==> src/core/led_map.svh <==
// offsets, field positions and timing of the indicator block
// assumes a 20 MHz system clock and an 8-bit APB byte address
`ifndef LED_MAP_SVH
`define LED_MAP_SVH
`define NUM_IND        8
`define NUM_SIG        16
`define NUM_SLOT       5
`define REG_CTRL       8'h00
`define REG_STAT       8'h04
`define REG_ARR_BASE   8'h10
`define REG_ARR_END    8'h50
`define CTRL_GRP_EN    0
`define CTRL_SCADA     1
`define CTRL_GLB_USED  2
`define CTRL_GLB_LSB   3
`define STAT_SHOWN_LSB 8
`define STAT_STARTED   16
`define STAT_CONTACT   17
`define PIN_KEY        0
`define PIN_ALARM      1
`define PIN_START      2
`define PIN_PROT       3
`define PIN_FAULT      4
`define NUM_PIN        5
`define CLK_HZ         20000000
`define FLASH_HALF_MS  250
`define FLASH_W        23
`endif

==> src/core/led_pkg.sv <==
// types of the indicator block: colour codes, hold modes, config and state
// assumes led_map.svh is on the include path
package led_pkg;
`include "led_map.svh"
   typedef enum logic [2:0] {
      COL_OFF      = 3'h0,
      COL_GREEN    = 3'h1,
      COL_RED      = 3'h2,
      COL_RED_FL   = 3'h3,
      COL_GREEN_FL = 3'h4
   } colour_t;
   typedef enum logic [1:0] {
      HOLD_OFF   = 2'h0,
      HOLD_ON    = 2'h1,
      HOLD_ALARM = 2'h2
   } hold_t;
   typedef struct packed {
      logic       used;
      logic       inv;
      logic [3:0] sel;
   } slot_t;
   typedef slot_t [`NUM_SLOT-1:0] slots_t;
   typedef struct packed {
      colour_t    off_colour_code;
      colour_t    on_colour_code;
      logic [3:0] ack_sel;
      logic       ack_used;
      hold_t      hold;
   } mode_t;
   typedef struct packed {
      logic [`NUM_SIG-1:0]            sig_s1;
      logic [`NUM_SIG-1:0]            sig_s2;
      logic [`NUM_PIN-1:0]            pin_s1;
      logic [`NUM_PIN-1:0]            pin_s2;
      slots_t [`NUM_IND-1:0]          slots;
      mode_t [`NUM_IND-1:0]           mode;
      logic                           group_en;
      logic                           glb_used;
      logic [3:0]                     glb_sel;
      logic                           scada;
      logic [`NUM_IND-1:0]            held;
      logic [`NUM_IND-1:0]            grn;
      logic [`NUM_IND-1:0]            red;
      logic [`FLASH_W-1:0]            fcnt;
      logic                           flash;
      logic                           health;
      logic                           contact;
      logic [31:0]                    prdata;
      logic                           pslverr;
   } state_t;
endpackage
==> src/core/led_indicator_core.sv <==
// front panel indicator logic with APB register access
// assumes APB master on CLK; trigger, key, alarm and status lines are async pins
//
// Contract
// [RQ1] every indicator has five trigger slots, each one may be empty
// [RQ2] each slot has its own inversion applied before combining
// [RQ3] an empty slot always contributes zero, inversion ignored
// [RQ4] hold off: indicator state follows combined triggers without storage
// [RQ5] any true trigger selects the active colour code
// [RQ6] no true trigger selects the inactive colour code
// [RQ7] colour codes: off, green, red, red flashing, green flashing
// [RQ8] hold on: triggered state is stored until acknowledged
// [RQ9] clearing only happens once every trigger is inactive
// [RQ10] clear by panel, SCADA, own ack, hold switched off, all slots empty
// [RQ11] per-indicator ack signal acts only with hold on, only on itself
// [RQ12] held states survive warm and cold restarts; here only RST_B keeps them, a cold restart (PWR_ON_RST_B) clears them
// [RQ13] panel clear key acknowledges held indicators
// [RQ14] global ack signal clears all held indicators at once
// [RQ15] global ack and SCADA ack act only with group ack enabled
// [RQ16] alarm-ack mode indicators clear together on protection alarm
// [RQ17] health indicator flashes green in boot, steady green when protecting
// [RQ18] supervision contact energised only when started, protecting, fault free
// [RQ19] one shared flash rate; all indicators update on the system clock
`timescale 1ns/1ns
`include "led_map.svh"
module led_indicator_core #(
   parameter int unsigned FLASH_HALF_CYC = `FLASH_HALF_MS * (`CLK_HZ / 1000)
) (
   input  wire logic                CLK,
   input  wire logic                RST_B,
   input  wire logic                PWR_ON_RST_B,
   input  wire logic                CE,
   input  wire logic                PSEL,
   input  wire logic                PENABLE,
   input  wire logic                PWRITE,
   input  wire logic [7:0]          PADDR,
   input  wire logic [31:0]         PWDATA,
   output logic      [31:0]         PRDATA,
   output logic                     PREADY,
   output logic                     PSLVERR,
   input  wire logic [`NUM_SIG-1:0] SIGNALS,
   input  wire logic                CLEAR_KEY,
   input  wire logic                PROT_ALARM,
   input  wire logic                STARTUP_DONE,
   input  wire logic                PROT_ACTIVE,
   input  wire logic                INTERNAL_FAULT,
   output logic      [`NUM_IND-1:0] IND_GREEN,
   output logic      [`NUM_IND-1:0] IND_RED,
   output logic                     HEALTH_GREEN,
   output logic                     SUPERVISION_CONTACT
);
   led_pkg::state_t     s_reg;
   led_pkg::state_t     s_next;
   logic [`NUM_IND-1:0] trig;
   logic [`NUM_IND-1:0] ack;
   logic [`NUM_IND-1:0] assigned;
   logic [`NUM_IND-1:0] shown;
   logic [`NUM_IND-1:0] gr_g;
   logic [`NUM_IND-1:0] gr_r;
   logic                panel_ack;
   logic                group_ack;
   logic                alarm;
   logic                started;
   logic [7:0]          arr_off;
   logic                in_arr;
   logic                hit;
   logic                setup;
   logic                wr_en;
   logic [31:0]         rd;

   function automatic logic [1:0] col_gr(input led_pkg::colour_t c, input logic fl);
      logic [1:0] v;
      v = 2'h0;
      case (c)
         led_pkg::COL_GREEN:    v = 2'h2; // RQ7
         led_pkg::COL_RED:      v = 2'h1;
         led_pkg::COL_RED_FL:   v = {1'b0, fl};
         led_pkg::COL_GREEN_FL: v = {fl, 1'b0};
         default:               v = 2'h0;
      endcase
      return v;
   endfunction

   assign panel_ack = s_reg.pin_s2[`PIN_KEY]; // RQ13
   assign alarm     = s_reg.pin_s2[`PIN_ALARM];
   assign started   = s_reg.pin_s2[`PIN_START];
   // global source and SCADA clear all, only with group ack enabled
   assign group_ack = s_reg.group_en & (s_reg.scada | // RQ15
                      (s_reg.glb_used & s_reg.sig_s2[s_reg.glb_sel])); // RQ14

   for (genvar i = 0; i < `NUM_IND; i++) begin : g_ind
      logic [`NUM_SLOT-1:0] sv;
      logic [`NUM_SLOT-1:0] us;
      led_pkg::mode_t       m;
      logic [1:0]           c;
      assign m = s_reg.mode[i];
      for (genvar j = 0; j < `NUM_SLOT; j++) begin : g_slot // RQ1
         led_pkg::slot_t sl;
         assign sl    = s_reg.slots[i][j];
         assign sv[j] = sl.used & (s_reg.sig_s2[sl.sel] ^ sl.inv); // RQ2 RQ3
         assign us[j] = sl.used;
      end
      assign trig[i] = |sv; // RQ5
      assign assigned[i] = |us; // RQ10
      assign ack[i] = panel_ack | group_ack |
                      ((m.hold != led_pkg::HOLD_OFF) & m.ack_used & // RQ11
                       s_reg.sig_s2[m.ack_sel]) |
                      ((m.hold == led_pkg::HOLD_ALARM) & alarm); // RQ16
      // trigger term covers the cycle before the held bit is stored
      assign shown[i] = (m.hold == led_pkg::HOLD_OFF) ? trig[i] : // RQ4
                        (trig[i] | s_reg.held[i]); // RQ8
      assign c = shown[i] ? col_gr(m.on_colour_code, s_reg.flash) : // RQ5
                 col_gr(m.off_colour_code, s_reg.flash); // RQ6
      assign gr_g[i] = c[1];
      assign gr_r[i] = c[0];
   end

   // read data is latched in setup, so the access phase needs no wait state
   assign arr_off = PADDR - `REG_ARR_BASE;
   assign in_arr  = (PADDR >= `REG_ARR_BASE) & (PADDR < `REG_ARR_END);
   assign hit     = (PADDR[1:0] == 2'h0) &
                    (in_arr | (PADDR == `REG_CTRL) | (PADDR == `REG_STAT));
   assign setup   = PSEL & ~PENABLE;
   assign wr_en   = PSEL & PENABLE & PWRITE & hit;

   always_comb begin
      rd = 32'h0;
      if (PADDR == `REG_CTRL) begin
         rd[`CTRL_GRP_EN]               = s_reg.group_en;
         rd[`CTRL_GLB_USED]             = s_reg.glb_used;
         rd[`CTRL_GLB_LSB+3:`CTRL_GLB_LSB] = s_reg.glb_sel;
      end else if (PADDR == `REG_STAT) begin
         rd[`NUM_IND-1:0]                            = s_reg.held;
         rd[`STAT_SHOWN_LSB+`NUM_IND-1:`STAT_SHOWN_LSB] = shown;
         rd[`STAT_STARTED]                           = started;
         rd[`STAT_CONTACT]                           = s_reg.contact;
      end else if (in_arr & ~arr_off[2]) begin
         rd[6*`NUM_SLOT-1:0] = s_reg.slots[arr_off[5:3]];
      end else if (in_arr) begin
         rd[12:0] = s_reg.mode[arr_off[5:3]];
      end
   end

   always_comb begin
      s_next        = s_reg;
      s_next.sig_s1 = SIGNALS;
      s_next.sig_s2 = s_reg.sig_s1;
      s_next.pin_s1 = {INTERNAL_FAULT, PROT_ACTIVE, STARTUP_DONE, PROT_ALARM, CLEAR_KEY};
      s_next.pin_s2 = s_reg.pin_s1;
      s_next.scada  = 1'b0;
      if (setup) begin
         s_next.prdata  = rd;
         s_next.pslverr = ~hit;
      end
      if (wr_en) begin
         if (PADDR == `REG_CTRL) begin
            s_next.group_en = PWDATA[`CTRL_GRP_EN];
            s_next.scada    = PWDATA[`CTRL_SCADA];
            s_next.glb_used = PWDATA[`CTRL_GLB_USED];
            s_next.glb_sel  = PWDATA[`CTRL_GLB_LSB+3:`CTRL_GLB_LSB];
         end else if (in_arr & ~arr_off[2]) begin
            s_next.slots[arr_off[5:3]] = led_pkg::slots_t'(PWDATA[6*`NUM_SLOT-1:0]);
         end else if (in_arr) begin
            s_next.mode[arr_off[5:3]] = led_pkg::mode_t'(PWDATA[12:0]);
         end
      end
      // one counter for every flashing code, so all indicators flash in step
      if (s_reg.fcnt == `FLASH_W'(FLASH_HALF_CYC - 1)) begin // RQ19
         s_next.fcnt  = '0;
         s_next.flash = ~s_reg.flash;
      end else begin
         s_next.fcnt = s_reg.fcnt + `FLASH_W'(1);
      end
      for (int i = 0; i < `NUM_IND; i++) begin
         if (s_reg.mode[i].hold == led_pkg::HOLD_OFF) begin
            s_next.held[i] = 1'b0; // RQ10
         end else if (!assigned[i]) begin
            // no slot left that could still be active, so the clear is free
            s_next.held[i] = 1'b0; // RQ10
         end else begin
            // an active trigger holds or sets the bit, so ack cannot clear it
            s_next.held[i] = trig[i] | (s_reg.held[i] & ~ack[i]); // RQ8 RQ9 RQ10
         end
      end
      s_next.grn     = gr_g; // RQ19
      s_next.red     = gr_r;
      s_next.health  = (started & s_reg.pin_s2[`PIN_PROT]) | s_reg.flash; // RQ17
      s_next.contact = started & s_reg.pin_s2[`PIN_PROT] & // RQ18
                       ~s_reg.pin_s2[`PIN_FAULT];
   end

   always_ff @(posedge CLK) begin
      if (!PWR_ON_RST_B) begin
         s_reg <= '0;
      end else if (!RST_B) begin
         // restart: config and held states are kept
         s_reg.sig_s1  <= '0; // RQ12
         s_reg.sig_s2  <= '0;
         s_reg.pin_s1  <= '0;
         s_reg.pin_s2  <= '0;
         s_reg.scada   <= 1'b0;
         s_reg.grn     <= '0;
         s_reg.red     <= '0;
         s_reg.fcnt    <= '0;
         s_reg.flash   <= 1'b0;
         s_reg.health  <= 1'b0;
         s_reg.contact <= 1'b0;
         s_reg.prdata  <= 32'h0;
         s_reg.pslverr <= 1'b0;
      end else if (CE) begin
         s_reg <= s_next;
      end
   end

   assign PRDATA              = s_reg.prdata;
   assign PREADY              = 1'b1;
   assign PSLVERR             = s_reg.pslverr;
   assign IND_GREEN           = s_reg.grn;
   assign IND_RED             = s_reg.red;
   assign HEALTH_GREEN        = s_reg.health;
   assign SUPERVISION_CONTACT = s_reg.contact;
endmodule // led_indicator_core

==> config.mk <==
export PLATFORM = sky130hd
export DESIGN_NAME = led_indicator_core
export DESIGN_NICKNAME = d
export VERILOG_FILES = /design/src/core/led_pkg.sv /design/src/core/led_indicator_core.sv
export VERILOG_INCLUDE_DIRS = /design/src /design/src/core
export SDC_FILE = /design/constraint.sdc
export NUM_CORES = 1
export LEC_CHECK = 0
export BUFFER_PORTS_ARGS = -buffer_cell sky130_fd_sc_hd__clkbuf_2
export CAP_MARGIN = 15
export CELL_PAD_IN_SITES_DETAIL_PLACEMENT = 2
export CELL_PAD_IN_SITES_GLOBAL_PLACEMENT = 2
export CORE_ASPECT_RATIO = 0.6
export CORE_MARGIN = 4
export CORE_UTILIZATION = 44
export DETAILED_ROUTE_END_ITERATION = 8
export PLACE_DENSITY_LB_ADDON = 0.1
export SYNTH_ARGS = -nofsm -noshare
export SYNTH_HDL_FRONTEND = slang
export SYNTH_SLANG_ARGS = --single-unit
==> constraint.sdc <==
create_clock -name CLK -period 9.6 [get_ports CLK]
set_input_delay 2.88 -clock CLK [delete_from_list [all_inputs] [get_ports CLK]]
set_output_delay 2.88 -clock CLK [all_outputs]
set_load 0.02 [all_outputs]
-- Word level (Yosys, flattened, before mapping)
Cells that the tools add are included.
- $lt $le $gt $ge: 53
- multiplexer cells: 168
- equality and inequality tests: 74
- reduce and logical (&&, ||, !) cells: 42
- bitwise operators: 175
- $add $sub $neg: 2
- operator list (cell ; count):
    less-than comparator 4 x 5 -> 1 bit (second input constant) ; 49
    bitwise mux 240 bit ; 1
    binary-select mux 1 bit (select 4 bit) ; 49
    case mux 2 bit (4 select lines) ; 16
    bitwise mux 104 bit ; 1
    equality test 3 x 2 -> 1 bit (second input constant) ; 32
    binary-select mux 30 bit (select 3 bit) ; 1
    demux 30 bit (select 3 bit) ; 1
    AND 1 bit ; 83
    OR reduction 5 bit ; 16
    two-way mux 1 bit ; 77
    two-way mux 30 bit ; 2
    two-way mux 13 bit ; 4
    equality test 3 x 1 -> 1 bit (second input constant) ; 16
    equality test 3 bit (second input constant) ; 16
    two-way mux 23 bit ; 2
    XOR 1 bit ; 40
    binary-select mux 13 bit (select 3 bit) ; 1
    demux 13 bit (select 3 bit) ; 1
    bitwise OR 1 bit ; 37
    adder 23 x 1 -> 23 bit (second input constant) ; 1
    equality test 23 bit (second input constant) ; 1
    zero test 2 bit ; 9
    two-way mux 18 bit ; 1
    19 further kinds ; 57
- output and inout bits: 52
- word-level logic and storage cells: 691
- bits in registers: 474

-- Longest topological paths before layout
Gate-level depths: netlist (run 1).
- depth in word-level cells: 13
- mapped depth: 14
- gate-level depth less buffers: 9

-- Worst setup path after synthesis (run 1)
Ideal clock, no wire load.
- path kind: input to register
- start: input PADDR[4]
- end: register s_reg (netlist bit g_ind[6].m[3])
- stages on the path: 13
- slack: 3604 ps
- data arrival time: 5880 ps
- path buffers: 6
- library setup time: 116 ps
- cell sequence: buf_2 -> clkbuf_1 -> clkbuf_1 -> inv_1 -> ha_1 -> clkbuf_1 -> nor2b_1 -> o2111ai_1 -> or3_1 -> clkbuf_1 -> buf_2 -> mux2i_1 -> nor2b_1
- word-level cells in the longest chain between the ends: 7
- elaborated cells between the ends (all ways): 20
- ends and longest elaborated chain (what ; line ; RTL):
    from (decl) ; led_indicator_core.sv:36 ; input wire logic [7:0] PADDR,
    parallel branches: the longest is 7 deep, another holds subtractor 6 x 5 -> 6 bit ; n/a ;
    to (signal assigned) ; led_indicator_core.sv:211 ; s_reg <= s_next;
    to (decl) ; led_indicator_core.sv:52 ; led_pkg::state_t s_reg;
Parallel ways; which one is timed is not known.
A chain may end at the register's enable or synchronous reset.

-- Worst setup path after layout (run 1)
- start: input PADDR[4]
- end: register s_reg (netlist bit g_ind[3].g_slot[0].sl[3])
- word-level cells in the longest chain between the ends: 7
- elaborated cells between the ends (all ways): 19
- ends and longest elaborated chain (what):
    parallel branches: the longest is 7 deep, another holds subtractor 6 x 5 -> 6 bit
Parallel ways; which one is timed is not known.

==> results of run 1 <==
per-stage QoR:
step	area, um^2	hold WS [ps]	setup WS [ps]
CTS	32280	469.0	3346
detailed placement	30590	458.6	2744
global route	32300	485.1	3026
global placement	30590	445.5	2946
finish	32300	467.7	3231
floorplan	30090	436.7	3604
cell usage after synthesis, types with 6 or more instances:
cell type,count
dfxtp_1,474
nand2_1,456
nand3_1,340
a21boi_0,331
clkbuf_1,280
mux4_2,270
mux2i_1,246
nor2_1,127
o21ai_0,51
buf_4,49
mux2_2,48
buf_1,47
nor2b_1,39
buf_2,38
nand3b_1,38
a21oi_1,36
xor2_1,22
a22oi_1,21
inv_1,21
nor3_1,17
nand4_1,16
nand2b_1,15
a211oi_1,13
xnor2_1,13
o211ai_1,11
or3_1,10
a222oi_1,7
or4_1,7
a31oi_1,6
ha_1,6
nor4_1,6
o22ai_1,6
worst paths after layout:
check | endpoint | slack, ps
max | g_ind[3].g_slot[0].sl[3] | 3230
min | PRDATA[5] | 470
max reg2reg | IND_GREEN[4] | 5480
min reg2reg | PRDATA[5] | 470
worst min-delay path: cells and delay by family (launching register included):
kind | cells | cell delay (ps)
AO/OA/AOI/OAI | 1 | 60
flip-flops | 1 | 310
AND/OR/NAND/NOR | 1 | 50
per-layer routing:
metal	GRT usage, %	vias to the layer above	wire, um
li1	-	11140	-
met1	50.71	14170	56480
met2	52.99	1601	56970
met3	10.75	307	16870
met4	10.82	6	4153
met5	0	-	34
where the power goes:
part	leakage, nW	total [mW]	switching [mW]	internal, mW
clock network	0.836	2.09	0.904	1.18
registers	3.83	1.98	0.00604	1.97
logic	5.44	0.287	0.201	0.0856
logic make-up after synthesis:
family / Yosys count / synth area share (%)
buffers and inverters: 438 / 6.287
xor gates and xnor gates: 35 / 1.019
DFF: 474 / 31.54
and+or+nand+nor: 1114 / 17.42
other: 2 / 0.02496
AOI/OAI and AO/OA: 530 / 12.84
adders and majority gates: 6 / 0.2495
muxes: 569 / 30.62
final cells by class:
| type | count | share of cell area, % |
|---|---|---|
| timing repair buffer | 180 | 3.401 |
| inverter | 21 | 0.2440 |
| sequential | 474 | 29.44 |
| clock buffer | 70 | 4.606 |
| multi-input combinational | 2257 | 58.17 |
| tap | 900 | 3.486 |
| antenna | 1 | 0.007747 |
| clock inverter | 19 | 0.6469 |
==> results.sh, run 1 <==
export IMPL_peakVddDrop_mv=0.1210
export IMPL_crit_path_max_fanout=38
export IMPL_dp_cells=3830
export IMPL_cts_resized=0
export IMPL_syn_to_final_growth_pct=7.343
export IMPL_dieHeight_um=210.6
export IMPL_power_total_mw=4.353
export IMPL_initial_core_util_pct=44.94
export IMPL_critPathLaunch="PADDR[4]"
export IMPL_critical_path_most_common_cell="buf_4"
export IMPL_status="finished clean"
export IMPL_root_buffer="clkbuf_16"
export IMPL_grt_pass1_vias=28480
export IMPL_numPortBuffers=114
export IMPL_synth_edf_count=0
export IMPL_fmax_ghz=0.1570
export IMPL_cap_violations=0
export IMPL_drc=0
export IMPL_min_delay_start="PRDATA[5]"
export IMPL_clock_sinks=474
export IMPL_holdCritPathClass="flop to flop"
export IMPL_setup_violations=0
export IMPL_crit_chain="buf_6, inv_1, ha_2, nand2b_1, or3_1, nand4b_1, nor3_4, buf_4, buf_4, nand3_1, a21boi_0"
export IMPL_min_path_cells=2
export IMPL_numCtsBuffers=50
export IMPL_path_buf_inv=4
export IMPL_rows=73
export IMPL_rsz0062_at_grt="no"
export IMPL_post_dp_hpwl_mm=88.65
export IMPL_min_period_over_period_pct=66.35
export IMPL_grt_overflow=0
export IMPL_stdcell_count=3922
export IMPL_dr_pass1_iters=5
export IMPL_track_usage_pct=35.86
export IMPL_dr_first_iter_drc_count=3407
export IMPL_r2r_cells=8
export IMPL_slew_headroom_pct=21.16
export IMPL_num_fill_cells=6996
export IMPL_synth_cells=3168
export IMPL_num_io_pins=120
export IMPL_cts_setup_buffers=0
export IMPL_synth_top_area_share_pct=31.54
export IMPL_async_flop_share_pct=0
export IMPL_layout_commonest_cell="dfxtp_1"
export IMPL_p_leak_nw=10.10
export IMPL_cp_arrival_ps=6890
export IMPL_vias=27220
export IMPL_multiInputGateArea_mm2=0.01879
export IMPL_syn_mean_instance_area_um2=9.498
export IMPL_clk_pin_slew_ps=70
export IMPL_final_util_pct=48.24
export IMPL_crit_family="buffers and inverters"
export IMPL_htree_levels=2
export IMPL_regArea_mm2=0.009509
export IMPL_cts_tree="built"
export IMPL_nNetsFinal=3058
export IMPL_final_antenna_net_count=0
export IMPL_worstPathRequired_ps=10120
export IMPL_path_class="input pin to flop"
export IMPL_skew_ps=17.32
export IMPL_slew_violations=0
export IMPL_setup_tns_ps=0
export IMPL_viasPerCell=6.939
export IMPL_yosys_warnings=0
export IMPL_period_needed_ps=6369
export IMPL_largest_register_ffs=240
export IMPL_crit_path_end_kind="flop"
export IMPL_grt_pass1_wl_mm=196.9
export IMPL_postCtsHoldBufs=0
export IMPL_cpMaxStageDelayCell="nor3_4"
export IMPL_clock_latency_ps=630
export IMPL_max_stage_delay_ps=570
export IMPL_die_area_mm2=0.07277
export IMPL_ys_dominant_reg_cell="dfxtp_1"
export IMPL_synth_area_leaders="dfxtp_1 (32%), mux4_2 (20%), a21boi_0 (8.3%)"
export IMPL_wl_per_cell_um=34.29
export IMPL_p_per_area_mw_per_mm2=134.8
export IMPL_drive_gt1_share_pct=20.69
export IMPL_die_width_um=345.6
export IMPL_startpoint_type="input pin"
export IMPL_totalWireLength_mm=134.5
export IMPL_coreArea_mm2=0.06695
export IMPL_synth_area_mm2=0.03009
export IMPL_ys_seq_area_share_pct=31.54
export IMPL_grt_max_degree=168
export IMPL_yosys_register_bits=474
export IMPL_tightest_slew_ps=1183
export IMPL_ys_types=69
export IMPL_crit_cells=11
export IMPL_r2r_start="s_reg[445]"
export IMPL_gp_congestion=0.8674
export IMPL_hold_viol=0
export IMPL_yosysTopAreaCell="dfxtp_1"
export IMPL_cts_buffer_depth=3
export IMPL_final_cell_mix="dfxtp_1 (458), nand2_1 (454), nand3_1 (340), a21boi_0 (331), mux4_2 (270)"
export IMPL_antenna_found_initial=12
(Power assumes the default switching activity.)
==> inputs of run 2 (changes only) <==
--- a/config.mk
+++ b/config.mk
@@ -12,7 +12,7 @@
 export CELL_PAD_IN_SITES_GLOBAL_PLACEMENT = 2
 export CORE_ASPECT_RATIO = 0.6
 export CORE_MARGIN = 4
-export CORE_UTILIZATION = 44
+export CORE_UTILIZATION = 41
 export DETAILED_ROUTE_END_ITERATION = 8
 export PLACE_DENSITY_LB_ADDON = 0.1
 export SYNTH_ARGS = -nofsm -noshare
==> constraint.sdc (replaced) <==
create_clock -name CLK -period 6.61 [get_ports CLK]
set_input_delay 1.983 -clock CLK [delete_from_list [all_inputs] [get_ports CLK]]
set_output_delay 1.983 -clock CLK [all_outputs]
set_load 0.02 [all_outputs]
==> run 2 against run 1 <==
  * Final cell count grew 2.2%
  * Final area rose by 0.70%
  * Clock skew down 2.1 ps
  * Clock power up 43%
  * Power increased by 44%
  * Sequential share of layout area is 0.21 points lower
  * Critical endpoint is now g_ind[2].g_slot[3].sl[5]
  * Largest power group unchanged
==> results.sh, run 2 (synthesized netlist as in run 1, its figures left out) <==
export IMPL_power_internal_mw=4.651
export IMPL_totalWireLength_mm=137.2
export IMPL_worstPathRequired_ps=7120
export IMPL_gp_congestion=0.8784
export IMPL_power_total_mw=6.284
export IMPL_hold_viol=0
export IMPL_setup_slack_ps=1606
export IMPL_die_area_mm2=0.07793
export IMPL_numCtsBuffers=51
export IMPL_final_util_pct=45.01
export IMPL_dr_first_iter_drc_count=3281
export IMPL_syn_to_final_growth_pct=8.100
export IMPL_rsz0062_at_grt="no"
export IMPL_cap_violations=0
export IMPL_die_width_um=357.7
export IMPL_crit_chain="buf_6, inv_1, ha_2, nand2b_1, or3_1, nand4b_1, nor3_2, buf_12, nand2_1, buf_4, nand2_1, a21boi_0"
export IMPL_p_sw_share_pct=25.98
export IMPL_slew_violations=0
export IMPL_htree_levels=2
export IMPL_p_per_area_mw_per_mm2=193.2
export IMPL_startpoint_type="input pin"
export IMPL_status="finished clean"
export IMPL_cts_tree="built"
export IMPL_p_sw_mw=1.632
export IMPL_track_usage_pct=34.57
export IMPL_postCtsHoldBufs=0
export IMPL_vias=27340
export IMPL_post_dp_hpwl_mm=92.83
export IMPL_crit_path_max_fanout=44
export IMPL_rows=76
export IMPL_cts_resized=0
export IMPL_num_antenna_cells=0
export IMPL_nNetsFinal=3073
export IMPL_min_delay_start="PRDATA[0]"
export IMPL_coreArea_mm2=0.07227
export IMPL_critPathLaunch="PADDR[4]"
export IMPL_cp_arrival_ps=5510
export IMPL_grt_pass1_vias=28560
export IMPL_grt_max_degree=126
export IMPL_antenna_found_initial=8
export IMPL_root_buffer="clkbuf_16"
export IMPL_drive_gt1_share_pct=20.76
export IMPL_dr_pass1_iters=5
export IMPL_numPortBuffers=114
export IMPL_drc=0
export IMPL_grt_pass1_wl_mm=200.5
export IMPL_cts_setup_buffers=0
export IMPL_layout_commonest_cell="dfxtp_1"
export IMPL_crit_path_end_kind="flop"
export IMPL_holdCritPathClass="flop to flop"
export IMPL_dieHeight_um=217.8
export IMPL_setup_tns_ps=0
export IMPL_dp_worst_setup_slack_ps=1056
export IMPL_slew_headroom_pct=25.53
export IMPL_peakVddDrop_mv=0.1787
export IMPL_fmax_ghz=0.1998
export IMPL_path_class="input pin to flop"
export IMPL_final_antenna_net_count=0
export IMPL_post_dp_cell_area_mm2=0.03085
export IMPL_num_io_pins=120
export IMPL_clk_pin_slew_ps=60
export IMPL_initial_core_util_pct=41.64
export IMPL_combPwrFrac_pct=6.7
export IMPL_clkPwrFrac_pct=47.5
export IMPL_clock_latency_ps=640
export IMPL_largest_register_ffs=240
export IMPL_cts_buffer_depth=3
export IMPL_stdcell_area_mm2=0.03253
export IMPL_power_frac_seq_pct=45.8
export IMPL_period_needed_ps=5004
export IMPL_viasPerCell=6.819
export IMPL_r2r_start="s_reg[445]"
export IMPL_clock_sinks=474
export IMPL_tightest_slew_ps=1113
export IMPL_p_leak_nw=10.18
export IMPL_wl_per_cell_um=34.21
export IMPL_max_stage_delay_ps=440
export IMPL_critical_path_most_common_cell="nand2_1"
export IMPL_final_cell_mix="dfxtp_1 (458), nand2_1 (455), nand3_1 (340), a21boi_0 (331), mux4_2 (270)"
export IMPL_min_period_over_period_pct=75.71
export IMPL_grt_overflow=0
export IMPL_cpMaxStageDelayCell="nand4b_1"
export IMPL_setup_violations=0
export IMPL_skew_ps=15.19
[run 2: stage by stage]
step | hold slack [ps] | cells
CTS | 459.8 | 4007
global route | 489.4 | 4009
global placement | 452.5 | 3919
floorplan | 436.7 | 3169
detailed placement | 451.0 | 3919
finish | 455.1 | 4009
[run 2: cell type report]
class | count | area [um^2]
inverters | 21 | 78.83
fillers | 7601 | 39740
repair buffers | 194 | 1284
flip-flops and latches | 474 | 9509
clock inverters | 11 | 120.1
multi-input cells | 2257 | 18790
clock buffers | 77 | 1525
well taps | 975 | 1220
[run 2: final timing paths]
path | to | slack [ps] | cells past startpoint
max | g_ind[2].g_slot[3].sl[5] | 1610 | 12
max reg2reg | IND_GREEN[3] | 2590 | 8
min | PRDATA[0] | 460 | 2
min reg2reg | PRDATA[0] | 460 | 2
[run 2: power by group through the flow]
stage / logic [mW] / clock network (mW) / registers, mW
2_1_floorplan: 0.252 / 0 / 2.93
4_1_cts: 0.409 / 3.02 / 2.88
3_5_place_dp: 0.407 / 0 / 2.94
5_1_grt: 0.432 / 3.15 / 2.87
3_3_place_gp: 0.399 / 0 / 2.94
6_report: 0.421 / 2.99 / 2.88
[run 2: critical path, delay by kind of cell]
kind / cells / cell delay [ps]
buffers and inverters: 4 / 1290
and+or+nand+nor: 6 / 1710
adders and majority gates: 1 / 310
AOI/OAI and AO/OA: 1 / 80
[run 2: routing by layer]
metal	global-route usage, %	wire (um)
met1	50.81	61340
met4	9.047	3441
met5	0	40
met3	9.179	14780
met2	50.04	57560
